===== src/core/tpw_pkg.sv =====
/*
  tpw_pkg: constants, register map and state codes for the
  terminal put/write controller.
  assumes: a 250 MHz pclk and a 32-bit APB register port.
*/
// What this block does
// - list-store opcode: alert, flag, half-microsecond pulse
// - data enable decodes terminal number to one-hot
// - drive opcode bits with even parity bit
// - drive data bus only while release active
// - put data word, then enable terminal
// - data bit 23 high carries operation permit
// - valid ack only from the addressed terminal
// - log unaddressed acks, set error source bit
// - capture data bus into 24-bit reply register
// - list store answer: reply 24..17, 8..1
// - finish: drop enable, clear flops and data
// - memory write opcode: alert, write flag, answer
// - write word: data, address, data 19-20, parity
// - write gates low data half plus address
// - write bit 24 is odd parity over 23
// - valid ack: check reply, answer reply 1..16
// - write answer needs ack, no false ack, parity
// - opcode top bit zero, prefix selects class
package tpw_pkg;

  // ----------------------------------------------------------
  // register map
  // ----------------------------------------------------------
  localparam logic [7:0] ADDR_INSTR   = 8'h00;
  localparam logic [7:0] ADDR_DATA    = 8'h04;
  localparam logic [7:0] ADDR_STATUS  = 8'h08;
  localparam logic [7:0] ADDR_REPLY   = 8'h0C;
  localparam logic [7:0] ADDR_ANSWER  = 8'h10;
  localparam logic [7:0] ADDR_FALSE   = 8'h14;
  localparam logic [7:0] ADDR_ERRSRC  = 8'h18;

  // ----------------------------------------------------------
  // fields
  // ----------------------------------------------------------
  localparam int OPC_LSB    = 0;
  localparam int ADDR_LSB   = 7;
  localparam int TERM_LSB   = 16;
  localparam int PERMIT_BIT = 22;
  localparam logic [1:0] PFX_PUT   = 2'h2;
  localparam logic [1:0] PFX_WRITE = 2'h3;
  localparam int ERR_FALSE  = 0;
  localparam int ERR_PARITY = 1;
  localparam int ERR_TMO    = 2;
  localparam int ERR_REJECT = 3;
  localparam logic [23:0] WORD_RESET = 24'h000000;

  // ----------------------------------------------------------
  // timing
  // ----------------------------------------------------------
  localparam int CLK_MHZ     = 250;
  localparam int ASW_NS      = 500;
  localparam int SETTLE_NS   = 8;
  localparam int ACK_TMO_NS  = 2000;
  localparam logic [9:0] ASW_CYC =
    10'((ASW_NS * CLK_MHZ) / 1000);
  localparam logic [9:0] SETTLE_CYC =
    10'((SETTLE_NS * CLK_MHZ + 999) / 1000);
  localparam logic [9:0] ACK_TMO_CYC =
    10'((ACK_TMO_NS * CLK_MHZ) / 1000);

  typedef enum logic [7:0] {
    ST_IDLE   = 8'h01,
    ST_ALERT  = 8'h02,
    ST_WAIT   = 8'h04,
    ST_DRIVE  = 8'h08,
    ST_ENABLE = 8'h10,
    ST_CHECK  = 8'h20,
    ST_FINISH = 8'h40,
    ST_CLEAR  = 8'h80
  } tpw_state_t;

endpackage : tpw_pkg


===== src/core/tpw_ctrl.sv =====
/*
  tpw_ctrl: put and write sequencer between an APB host and up to
  sixteen terminals on a shared two-way data bus.
  assumes: terminal ack and data pins are asynchronous; the bench
  resolves the data bus from term_data_oe.
*/
// Decided for this implementation: the APB slave port and the placing of the registers.
`timescale 1ns/1ps
module tpw_ctrl (
  input  wire logic        pclk,
  input  wire logic        presetn,
  input  wire logic [7:0]  paddr,
  input  wire logic        psel,
  input  wire logic        penable,
  input  wire logic        pwrite,
  input  wire logic [31:0] pwdata,
  output logic      [31:0] prdata,
  output logic             pready,
  output logic             pslverr,
  output logic      [7:0]  term_opcode_bus,
  output logic      [15:0] term_enable,
  output logic      [23:0] term_data_o,
  output logic             term_data_oe,
  input  wire logic [23:0] term_data_i,
  input  wire logic [15:0] terminal_ack_line,
  output logic             processor_asw,
  output logic      [15:0] scanner_answer_bus,
  output logic             seq_busy
);

  tpw_pkg::tpw_state_t state_reg, state_next;
  logic [23:0] instr_reg, data_reg, reply_reg;
  logic [15:0] sel_reg, false_reg, answer_reg;
  logic [15:0] ack_s1, ack_s2, sel_new, ack_false, ack_hit;
  logic [23:0] dat_s1, dat_s2, word_new;
  logic [7:0]  opc_new;
  logic [9:0]  cnt_reg;
  logic [3:0]  err_reg;
  logic        op_put_reg, op_write_reg, valid_ack_reg;
  logic        seq_false_reg, par_err_reg, ovf_reg;
  logic        wr_acc, rd_setup, hit, instr_wr, data_wr;
  logic        pfx_ok, chk_ok, tmo;
  logic [15:0] ans_put;
  logic [1:0]  pfx;

  // ----------------------------------------------------------
  // apb slave, zero wait states
  // ----------------------------------------------------------
  assign pready   = 1'b1;
  assign wr_acc   = psel && penable && pwrite;
  assign rd_setup = psel && !penable && !pwrite;
  assign hit      = (paddr <= tpw_pkg::ADDR_ERRSRC) && (paddr[1:0] == 2'h0);
  assign pslverr  = psel && penable && !hit;
  assign instr_wr = wr_acc && (paddr == tpw_pkg::ADDR_INSTR);
  assign data_wr  = wr_acc && (paddr == tpw_pkg::ADDR_DATA);
  assign pfx      = pwdata[tpw_pkg::OPC_LSB + 4 +: 2];
  assign pfx_ok   = !pwdata[tpw_pkg::OPC_LSB + 6]
                    && (pfx == tpw_pkg::PFX_PUT || pfx == tpw_pkg::PFX_WRITE);

  // read data sampled in the setup cycle so it leaves a flop
  always_ff @(posedge pclk or negedge presetn)
  begin
    if (!presetn)
      prdata <= 32'h00000000;
    else if (rd_setup)
    begin
      unique case (paddr)
        tpw_pkg::ADDR_INSTR:  prdata <= {8'h00, instr_reg};
        tpw_pkg::ADDR_DATA:   prdata <= {8'h00, data_reg};
        tpw_pkg::ADDR_STATUS: prdata <= {16'h0000, state_reg, 1'b0,
                                         ovf_reg, par_err_reg, seq_false_reg,
                                         valid_ack_reg, op_write_reg, op_put_reg,
                                         seq_busy};
        tpw_pkg::ADDR_REPLY:  prdata <= {8'h00, reply_reg};
        tpw_pkg::ADDR_ANSWER: prdata <= {16'h0000, answer_reg};
        tpw_pkg::ADDR_FALSE:  prdata <= {16'h0000, false_reg};
        tpw_pkg::ADDR_ERRSRC: prdata <= {28'h0000000, err_reg};
        default:              prdata <= 32'h00000000;
      endcase
    end
  end

  // ----------------------------------------------------------
  // pin synchronisers
  // ----------------------------------------------------------
  always_ff @(posedge pclk or negedge presetn)
  begin
    if (!presetn)
    begin
      ack_s1 <= 16'h0000;
      ack_s2 <= 16'h0000;
      dat_s1 <= tpw_pkg::WORD_RESET;
      dat_s2 <= tpw_pkg::WORD_RESET;
    end
    else
    begin
      ack_s1 <= terminal_ack_line;
      ack_s2 <= ack_s1;
      dat_s1 <= term_data_i;
      dat_s2 <= dat_s1;
    end
  end

  // addressed terminal stays masked until the next drive step, so its
  // ack tail still in the synchroniser is not logged as a false ack
  assign ack_hit   = ack_s2 & sel_reg;
  assign ack_false = ack_s2 & ~sel_reg;
  assign tmo       = (cnt_reg >= tpw_pkg::ACK_TMO_CYC);

  tpw_word_builder u_word (
    .instr      (instr_reg),
    .data       (data_reg),
    .is_write   (op_write_reg),
    .sel_onehot (sel_new),
    .opcode_par (opc_new),
    .word       (word_new)
  );

  // ----------------------------------------------------------
  // sequencer
  // ----------------------------------------------------------
  assign chk_ok = valid_ack_reg && !seq_false_reg
                  && !(op_write_reg && !(^reply_reg));

  always_comb
  begin
    state_next = state_reg;
    unique case (state_reg)
      tpw_pkg::ST_IDLE:
        if (instr_wr && pfx_ok)
          state_next = tpw_pkg::ST_ALERT;
      tpw_pkg::ST_ALERT:
        if (cnt_reg == tpw_pkg::ASW_CYC - 10'h001)
          state_next = tpw_pkg::ST_WAIT;
      tpw_pkg::ST_WAIT:
        if (data_wr)
          state_next = (op_put_reg && !pwdata[tpw_pkg::PERMIT_BIT])
                       ? tpw_pkg::ST_CLEAR : tpw_pkg::ST_DRIVE;
      tpw_pkg::ST_DRIVE:
        if (cnt_reg == tpw_pkg::SETTLE_CYC)
          state_next = tpw_pkg::ST_ENABLE;
      tpw_pkg::ST_ENABLE:
        if (|ack_hit)
          state_next = tpw_pkg::ST_CHECK;
        else if (tmo)
          state_next = tpw_pkg::ST_CLEAR;
      tpw_pkg::ST_CHECK:
        state_next = chk_ok ? tpw_pkg::ST_FINISH : tpw_pkg::ST_CLEAR;
      tpw_pkg::ST_FINISH:
        if (cnt_reg == tpw_pkg::ASW_CYC - 10'h001)
          state_next = tpw_pkg::ST_CLEAR;
      tpw_pkg::ST_CLEAR:
        state_next = tpw_pkg::ST_IDLE;
      default:
        state_next = tpw_pkg::ST_CLEAR;
    endcase
  end

  always_ff @(posedge pclk or negedge presetn)
  begin
    if (!presetn)
      state_reg <= tpw_pkg::ST_IDLE;
    else
      state_reg <= state_next;
  end

  always_ff @(posedge pclk or negedge presetn)
  begin
    if (!presetn)
      cnt_reg <= 10'h000;
    else if (state_next != state_reg)
      cnt_reg <= 10'h000;
    else
      cnt_reg <= cnt_reg + 10'h001;
  end

  // ----------------------------------------------------------
  // instruction, data and opcode registers
  // ----------------------------------------------------------
  always_ff @(posedge pclk or negedge presetn)
  begin
    if (!presetn)
    begin
      instr_reg    <= tpw_pkg::WORD_RESET;
      op_put_reg   <= 1'b0;
      op_write_reg <= 1'b0;
    end
    else if (state_reg == tpw_pkg::ST_IDLE && instr_wr)
    begin
      instr_reg    <= pwdata[23:0];
      op_put_reg   <= pfx_ok && pfx == tpw_pkg::PFX_PUT;
      op_write_reg <= pfx_ok && pfx == tpw_pkg::PFX_WRITE;
    end
    else if (state_reg == tpw_pkg::ST_CLEAR)
    begin
      op_put_reg   <= 1'b0;
      op_write_reg <= 1'b0;
    end
  end

  always_ff @(posedge pclk or negedge presetn)
  begin
    if (!presetn)
      data_reg <= tpw_pkg::WORD_RESET;
    else if (state_reg == tpw_pkg::ST_CLEAR)
      data_reg <= tpw_pkg::WORD_RESET;
    else if (state_reg == tpw_pkg::ST_WAIT && data_wr)
      data_reg <= pwdata[23:0];
  end

  // ----------------------------------------------------------
  // terminal side drive
  // ----------------------------------------------------------
  always_ff @(posedge pclk or negedge presetn)
  begin
    if (!presetn)
    begin
      sel_reg         <= 16'h0000;
      term_opcode_bus <= 8'h00;
      term_data_o     <= tpw_pkg::WORD_RESET;
      term_data_oe    <= 1'b0;
    end
    else if (state_reg == tpw_pkg::ST_CLEAR)
    begin
      term_opcode_bus <= 8'h00;
      term_data_o     <= tpw_pkg::WORD_RESET;
      term_data_oe    <= 1'b0;
    end
    else if (state_reg == tpw_pkg::ST_DRIVE)
    begin
      sel_reg         <= sel_new;
      term_opcode_bus <= opc_new;
      term_data_o     <= word_new;
      term_data_oe    <= 1'b1;
    end
    else if (state_reg == tpw_pkg::ST_ENABLE && |ack_hit)
      term_data_oe    <= 1'b0;
  end

  // enable only in the enable step, after the settle count
  assign term_enable = (state_reg == tpw_pkg::ST_ENABLE) ? sel_reg : 16'h0000;

  // ----------------------------------------------------------
  // acknowledge check and reply capture
  // ----------------------------------------------------------
  always_ff @(posedge pclk or negedge presetn)
  begin
    if (!presetn)
    begin
      valid_ack_reg <= 1'b0;
      reply_reg     <= tpw_pkg::WORD_RESET;
      seq_false_reg <= 1'b0;
    end
    else if (state_reg == tpw_pkg::ST_CLEAR)
    begin
      valid_ack_reg <= 1'b0;
      seq_false_reg <= 1'b0;
    end
    else
    begin
      if (state_reg == tpw_pkg::ST_ENABLE && |ack_hit)
      begin
        valid_ack_reg <= 1'b1;
        reply_reg     <= dat_s2;
      end
      if (seq_busy && |ack_false)
        seq_false_reg <= 1'b1;
    end
  end

  always_ff @(posedge pclk or negedge presetn)
  begin
    if (!presetn)
    begin
      par_err_reg <= 1'b0;
      ovf_reg     <= 1'b0;
    end
    else if (state_reg == tpw_pkg::ST_CHECK)
    begin
      par_err_reg <= op_write_reg && !(^reply_reg);
      ovf_reg     <= op_put_reg && !reply_reg[tpw_pkg::PERMIT_BIT];
    end
    else if (state_reg == tpw_pkg::ST_ALERT)
    begin
      par_err_reg <= 1'b0;
      ovf_reg     <= 1'b0;
    end
  end

  // false ack log and error source: set beats a clear
  always_ff @(posedge pclk or negedge presetn)
  begin
    if (!presetn)
      false_reg <= 16'h0000;
    else if (wr_acc && paddr == tpw_pkg::ADDR_FALSE)
      false_reg <= (false_reg & ~pwdata[15:0]) | ack_false;
    else
      false_reg <= false_reg | ack_false;
  end

  always_ff @(posedge pclk or negedge presetn)
  begin
    if (!presetn)
      err_reg <= 4'h0;
    else
    begin
      err_reg <= ((wr_acc && paddr == tpw_pkg::ADDR_ERRSRC)
                  ? (err_reg & ~pwdata[3:0]) : err_reg)
                 | {state_reg == tpw_pkg::ST_WAIT && state_next == tpw_pkg::ST_CLEAR,
                    state_reg == tpw_pkg::ST_ENABLE && state_next == tpw_pkg::ST_CLEAR,
                    state_reg == tpw_pkg::ST_CHECK && op_write_reg && !(^reply_reg),
                    |false_reg || |ack_false};
    end
  end

  // ----------------------------------------------------------
  // answer bus
  // ----------------------------------------------------------
  genvar gb;
  generate
    for (gb = 0; gb < 8; gb++)
    begin : g_ans
      assign ans_put[gb]     = reply_reg[23 - gb];
      assign ans_put[8 + gb] = reply_reg[7 - gb];
    end
  endgenerate

  always_ff @(posedge pclk or negedge presetn)
  begin
    if (!presetn)
      answer_reg <= 16'h0000;
    else if (state_reg == tpw_pkg::ST_CHECK)
      answer_reg <= op_put_reg ? ans_put : reply_reg[15:0];
  end

  assign scanner_answer_bus = answer_reg;
  assign seq_busy           = (state_reg != tpw_pkg::ST_IDLE);
  // pulse only in alert and after a clean check
  assign processor_asw = (state_reg == tpw_pkg::ST_ALERT)
                         || (state_reg == tpw_pkg::ST_FINISH);
endmodule : tpw_ctrl


===== src/core/tpw_word_builder.sv =====
/*
  tpw_word_builder: terminal select decode and outgoing words.
  assumes: instruction and data words held stable by the caller.
*/
`timescale 1ns/1ps
module tpw_word_builder (
  input  wire logic [23:0] instr,
  input  wire logic [23:0] data,
  input  wire logic        is_write,
  output logic      [15:0] sel_onehot,
  output logic      [7:0]  opcode_par,
  output logic      [23:0] word
);

  logic [3:0]  term_num;
  logic [6:0]  opc;
  logic [22:0] wr_low;

  assign term_num = instr[tpw_pkg::TERM_LSB +: 4];
  assign opc      = instr[tpw_pkg::OPC_LSB +: 7];

  // ----------------------------------------------------------
  // one-of-sixteen select
  // ----------------------------------------------------------
  genvar gi;
  generate
    for (gi = 0; gi < 16; gi++)
    begin : g_sel
      assign sel_onehot[gi] = (term_num == 4'(gi));
    end
  endgenerate

  // even parity bit appended above the opcode
  assign opcode_par = {^opc, opc};

  // ----------------------------------------------------------
  // data bus word
  // ----------------------------------------------------------
  assign wr_low = {data[19:18],
                   instr[tpw_pkg::ADDR_LSB +: 9],
                   data[11:0]};

  always_comb
  begin
    if (is_write)
      word = {~^wr_low, wr_low};
    else
    begin
      word = data;
      word[tpw_pkg::PERMIT_BIT] = 1'b1;
    end
  end

endmodule : tpw_word_builder


===== config.mk =====
export PLATFORM = sky130hd
export DESIGN_NAME = tpw_ctrl
export DESIGN_NICKNAME = d
export VERILOG_FILES = /design/src/core/tpw_pkg.sv /design/src/core/tpw_ctrl.sv /design/src/core/tpw_word_builder.sv
export SDC_FILE = /design/constraint.sdc
export NUM_CORES = 1
export LEC_CHECK = 0
export ABC_AREA = 0
export BUFFER_PORTS_ARGS = -buffer_cell sky130_fd_sc_hd__buf_2
export CAP_MARGIN = 10
export CORE_UTILIZATION = 57
export CTS_CLUSTER_DIAMETER = 200
export DETAILED_ROUTE_END_ITERATION = 6
export MAX_ROUTING_LAYER = met4
export PLACE_DENSITY = 0.79
export SLEW_MARGIN = 20
export SYNTH_ARGS = -nofsm -noshare
export SYNTH_HDL_FRONTEND = slang
export SYNTH_SLANG_ARGS = --single-unit

===== constraint.sdc =====
create_clock -name pclk -period 3.2 [get_ports pclk]
set_input_delay 0.16 -clock pclk [delete_from_list [all_inputs] [get_ports pclk]]
set_output_delay 0.16 -clock pclk [all_outputs]
set_load 0.02 [all_outputs]

==> impl_metrics.ini, run 1 <==
[timing]
slew_violations = 0
slew_headroom_pct = 26.0
period_needed_ps = 2750
setup_violations = 0
final_hold_viol_count = 0
rsz0062_at_grt = false
clock_skew_ps = 28.5
period_share_pct = 86.1
setup_tns_ps = 0
tightest_slew_ps = 1110
fmax_mhz = 363

[cts]
cts_made_buffers = 29
htree_levels = 1
cts.sinks = 285
cts-root-buf = clkbuf_16
clk_pin_slew_ps = 70
cts_setup_buffers = 0
cts_tree = built
clk_latency_ps = 560
cts_buffer_depth = 3

[power_and_ir_drop]
clkPwrFrac_pct = 45.4
power_density_nw_per_um2 = 547
power.internal_mw = 6.19
combinationalPowerShare_pct = 8.3
p_seq_share_pct = 46.2
ir_drop_mv = 0.457
switching_power_mw = 1.99
swShare_pct = 24.4
p_leak_nw = 7.17

[logic_synthesis]
yosys-top-cells-count = dfrtp_1 (284), nand2_1 (171), nand3_1 (68)
synth_largest_area_cell = dfrtp_1
ys_types = 62
yosys.area.top_type_share_pct = 58.2
synthTopCellsByArea = dfrtp_1 (58%), nand2_1 (5.3%), xnor2_1 (3.2%)
ys_warn_count = 0
ys_ff_latch = 285
yosysMostFrequentCell = dfrtp_1
synth.cell_area_um2 = 12200
syn_area_per_cell_um2 = 11.4
synth-main-ff-cell = dfrtp_1
synthCells = 1075
ys_async_sr_fraction_pct = 100
synth_edf_count = 0
seq_area_frac_synth_pct = 58.4

[finish]
final_core_util_pct = 71.2
seq_area_um2 = 7130
drive_above_1_share_pct = 23.5
area_growth_pct = 22.5
fillers = 1523
multi_input_area_um2 = 4680
final_net_count = 1384
diodes = 0
finalNonFillerCells = 1594

[floorplanning]
core-area_um2 = 21000
die_w_um = 148
start_util_pct = 58.1
die_h_um = 148
rows = 53
ios = 186
die_area_um2 = 22000

[detailed_routing]
vias = 9626
via_per_inst = 6.04
postRouteAntennaNets = 0
drtPass1Iterations = 7
avgRoutedWirePerCell_um = 22.2
drc = 0
drt_iter0_markers = 1090
wirelength_mm = 35.3

[setup_path]
crit_required_ps = 3040
path_buf_inv = 2
slowest_stage = or4_4
start_kind = flop
ff2ff_setup_slack_ps = 680
path_max_fanout = 16
arrival_ps = 2590
crit_path_cell_trace = or4_4, nor2_4, and3_1, buf_4, and2_1, buf_2
crit_type = reg2out
crit_family = simple AND/OR/NAND/NOR gates
cp-end-kind = output pin
critPathMaxStageDelay_ps = 630

[global_routing]
grt_usage_pct = 33.8
gr-total-overflow = 0
grt_pass1_vias = 9364
grt_max_degree = 100
grt_pass1_wl_mm = 54.0
antenna_found_initial = 0

[worst_hold_path]
hp-class = in2async

[placed_design]
port_buffers = 168
post-dp-hpwl_mm = 24.3
dp.cells = 1475
place_congestion = 0.964

[run_status]
outcome = finished, final reports clean

[run]
maxCapViolations = 0
## placed cells by master (no fill, tap or decap), types with 29 or more instances in the layout
cell type      instances
dlygate4sd3_1         65
a222oi_1              33
xnor2_1               45
mux2_2                31
o21ai_0               37
nand2_1              171
a21oi_1               34
nand3_1               66
mux2i_1               29
buf_2                167
nor2_1                45
clkbuf_16             29
dfrtp_1              284
## layout make-up
cell class / count / area share, %
inverters: 8 / 0.201
flip-flops and latches: 285 / 47.7
well taps: 275 / 2.30
repair buffers: 258 / 11.5
clock inverters: 15 / 1.65
clock buffers: 39 / 5.43
multi-input cells: 714 / 31.3
## metrics by stage
| stage | instance area [um2] | power, mW | worst slack (ps) | hold WS, ps |
|---|---|---|---|---|
| after floorplan | 12200 | 4.18 | 827 | -136 |
| after global placement | 13300 | 4.44 | 709 | 163 |
| after detailed placement | 13300 | 4.46 | 633 | 161 |
| after CTS | 15000 | 8.21 | 440 | 165 |
| after global routing | 15000 | 8.44 | 317 | 215 |
| final | 15000 | 8.18 | 445 | 174 |
## cell families (layout without fill, tap and decap cells)
family,Yosys count,count (layout),synth area share [%]
xor+xnor,61,61,4.60
buf+inv,83,320,3.65
mux,77,77,7.32
other cells,2,9,0.0615
fa+ha+maj,3,3,0.307
simple gates,386,386,15.2
compound gates,178,178,10.5
flops,285,285,58.4
## layer usage
layer	track usage [%]	up-vias	wire, um
met5	-	-	0
met4	13.8	0	1340
met3	5.00	92	3490
met2	49.1	579	15900
met1	48.0	4727	14600
li1	-	4228	-
## power by group through the flow
| stage | Sequential (mW) | Combinational, mW | Clock (mW) |
|---|---|---|---|
| final | 3.78 | 0.683 | 3.72 |
| after global routing | 3.79 | 0.748 | 3.91 |
| after CTS | 3.78 | 0.676 | 3.76 |
| after detailed placement | 3.84 | 0.615 | 0 |
| after global placement | 3.84 | 0.602 | 0 |
| after floorplan | 3.80 | 0.381 | 0 |
## repair_timing
item,CTS,global route
resized for setup,0,0
hold endpoints to repair,176,0
hold buffers,65,0
## path summary, 6_finish.rpt
| check | from | end | cells after the start |
|---|---|---|---|
| min | presetn | cnt_reg[4] | 2 |
| max in group asynchronous | presetn | term_data_o[8] | 3 |
| max reg2reg | state_reg[1] | reply_reg[4] | 5 |
| max | state_reg[1] | term_enable[0] | 6 |
| min reg2reg | dat_s1[23] | dat_s2[23] | 0 |
| min in group pclk | paddr[6] | prdata[2] | 5 |
(Power assumes the default switching activity.)
==> inputs of run 2 (changes only) <==
--- a/config.mk
+++ b/config.mk
@@ -5,15 +5,16 @@
 export SDC_FILE = /design/constraint.sdc
 export NUM_CORES = 1
 export LEC_CHECK = 0
-export ABC_AREA = 0
+export ABC_AREA = 1
 export BUFFER_PORTS_ARGS = -buffer_cell sky130_fd_sc_hd__buf_2
 export CAP_MARGIN = 10
 export CORE_UTILIZATION = 57
 export CTS_CLUSTER_DIAMETER = 200
 export DETAILED_ROUTE_END_ITERATION = 6
 export MAX_ROUTING_LAYER = met4
-export PLACE_DENSITY = 0.79
+export PLACE_DENSITY = 0.78
 export SLEW_MARGIN = 20
 export SYNTH_ARGS = -nofsm -noshare
 export SYNTH_HDL_FRONTEND = slang
+export SYNTH_HIERARCHICAL = 1
 export SYNTH_SLANG_ARGS = --single-unit
==> run 2 against run 1 <==
Against the previous run:
- the flow now finishes with violations (design-rule violations)
- setup slack better by 370 ps
- clock power shrank 7.8%
- final cell count rose by 25%
- combinational power grew 15%
- clock-buffer cell count grew 2
- sequential share of layout area decreased by 1.4 points
- first-iteration DRC count hardly changed
- die area grew 5.9%
- via count increased by 14%
- critical path type unchanged
- largest power group unchanged
==> impl_metrics.ini, run 2 <==
[setup_path]
crit_path_cell_trace = nor2_2, nand2_2, nor4_4, inv_2, nor2_1, buf_2
arrival_ps = 2230
ff2ff_setup_slack_ps = 940
r2r_cells = 6
crit_required_ps = 3040
r2r-start = state_reg[3]
start_kind = flop
cp-end-kind = output pin
path_max_fanout = 17
crit_type = reg2out
slowest_stage = dfrtp_1
critPathMaxStageDelay_ps = 450
r2r-end = reply_reg[8]

[floorplanning]
core-area_um2 = 22000
start_util_pct = 58.8
die_w_um = 153
die_area_um2 = 23300
die_h_um = 153
ios = 186
rows = 54

[finish]
final_area_um2 = 15400
area_growth_pct = 18.9
final_net_count = 1783
drive_above_1_share_pct = 16.1
layout_common_cells = nand2_1 (438), dfrtp_1 (284), inv_1 (191)
finalNonFillerCells = 1993
final_common_cell = nand2_1
diodes = 0

[global_routing]
gr-total-overflow = 0
grt_max_degree = 108
grt_pass1_vias = 10300
grt_usage_pct = 31.8
grt_pass1_wl_mm = 55.3
antenna_found_initial = 0

[placed_design]
port_buffers = 168
dp.cells = 1885
place_congestion = 1.01
post-dp-hpwl_mm = 25.7
place_area_um2 = 13800

[cts]
cts_setup_buffers = 0
ctsHoldBuffers = 59
cts.sinks = 285
cts_tree = built
htree_levels = 1
cts_resized = 0
cts_made_buffers = 29
clk_pin_slew_ps = 60
clk_latency_ps = 550
cts-root-buf = clkbuf_16
cts_buffer_depth = 3

[logic_synthesis]
synthTopCellsByArea = dfrtp_1 (55%), nand2_1 (13%), inv_1 (5.5%)
synth_edf_count = 0
ys_async_sr_fraction_pct = 100
ys_types = 44
syn_area_per_cell_um2 = 8.69
ys_ff_latch = 285
yosys-top-cells-count = nand2_1 (438), dfrtp_1 (284), inv_1 (191)
synth_largest_area_cell = dfrtp_1
synthCells = 1491
seq_area_frac_synth_pct = 55.1
synth-main-ff-cell = dfrtp_1
yosys.area.top_type_share_pct = 54.9
yosysMostFrequentCell = nand2_1
ys_warn_count = 6
synth.cell_area_um2 = 12900

[detailed_routing]
avgRoutedWirePerCell_um = 17.9
drc = 11
wirelength_mm = 35.7
drtPass1Iterations = 7
via_per_inst = 5.51
drt_iter0_markers = 1091
vias = 11000
postRouteAntennaNets = 0

[run_status]
outcome = finished with violations
violations = design-rule violations

[timing]
period_needed_ps = 2390
fmax_mhz = 419
slew_headroom_pct = 38.4
setup_violations = 0
clock_skew_ps = 11.1
slew_violations = 0
final_hold_viol_count = 0
setup_tns_ps = 0
tightest_slew_ps = 923
rsz0062_at_grt = false
period_share_pct = 74.6
holdWs_ps = 33.7

[power_and_ir_drop]
power_density_nw_per_um2 = 517
ir_drop_mv = 0.415
p_leak_nw = 7.84

[worst_hold_path]
holdPathEnd = instr_reg[3]
hold_start = pwdata[3]
hold_depth = 3
hp-class = in2reg

[run]
maxCapViolations = 0
-- run 2: changes by cell type after synthesis, sizes merged, moves of 31 or more --
cell    previous run  this run
a222oi            33         0
o21ai             37       158
xnor2             45        14
o22ai              1        39
nand2            171       449
inv                8       202
mux2              48         0
-- run 2: worst max-delay path, delay by kind of cell, from the launching register on --
family / cells / cell delay, ps
and+or+nand+nor: 4 / 810
DFF: 1 / 450
buffers and inverters: 2 / 410
-- run 2: final cells by class --
type	instances	area, um2
sequential	285	7130
fill	1735	6620
multi-input combinational	935	4620
timing repair buffer	240	1560
clock buffer	41	851
inverter	204	767
tap	280	350
clock inverter	8	121
-- run 2: power by group --
group / total (mW) / internal (mW) / switching [mW]
registers: 3.75 / 3.69 / 0.0522
clock network: 3.43 / 2.07 / 1.36
logic: 0.786 / 0.237 / 0.549
-- run 2: layer usage --
metal  vias up  wire, um  GRT usage, %
met2       504     15900          47.3
met4         0      1510          13.1
met5         -         0             -
met3        87      3040          3.38
li1       5159         -             -
met1      5236     15300          44.9
-- run 2: how the worst max path moves through the flow --
stage / cells after the start / startpoint / to
after floorplan: 6 / state_reg[3] / term_enable[10]
after global placement: 6 / state_reg[3] / reply_reg[12]
final: 6 / state_reg[3] / term_enable[3]
after detailed placement: 6 / state_reg[3] / reply_reg[5]
after CTS: 6 / state_reg[3] / term_enable[3]
after global routing: 6 / state_reg[3] / term_enable[3]
-- run 2: kinds of logic after synthesis --
logic type,count (synthesis),share of synthesized area [%]
buffers and inverters,278,9.48
AO/OA/AOI/OAI,275,12.6
XOR/XNOR,26,1.76
flip-flops,285,55.1
AND/OR/NAND/NOR,622,20.7
adder cells (fa/ha/maj),3,0.290
other,2,0.0580
-- run 2: through the flow --
stage	total power [mW]	setup WS, ps	util (%)
CTS	7.99	794	69.9
global route	8.23	685	69.9
global placement	4.52	1030	62.8
finish	7.96	813	69.9
floorplan	4.25	1500	-
detailed placement	4.53	976	62.8
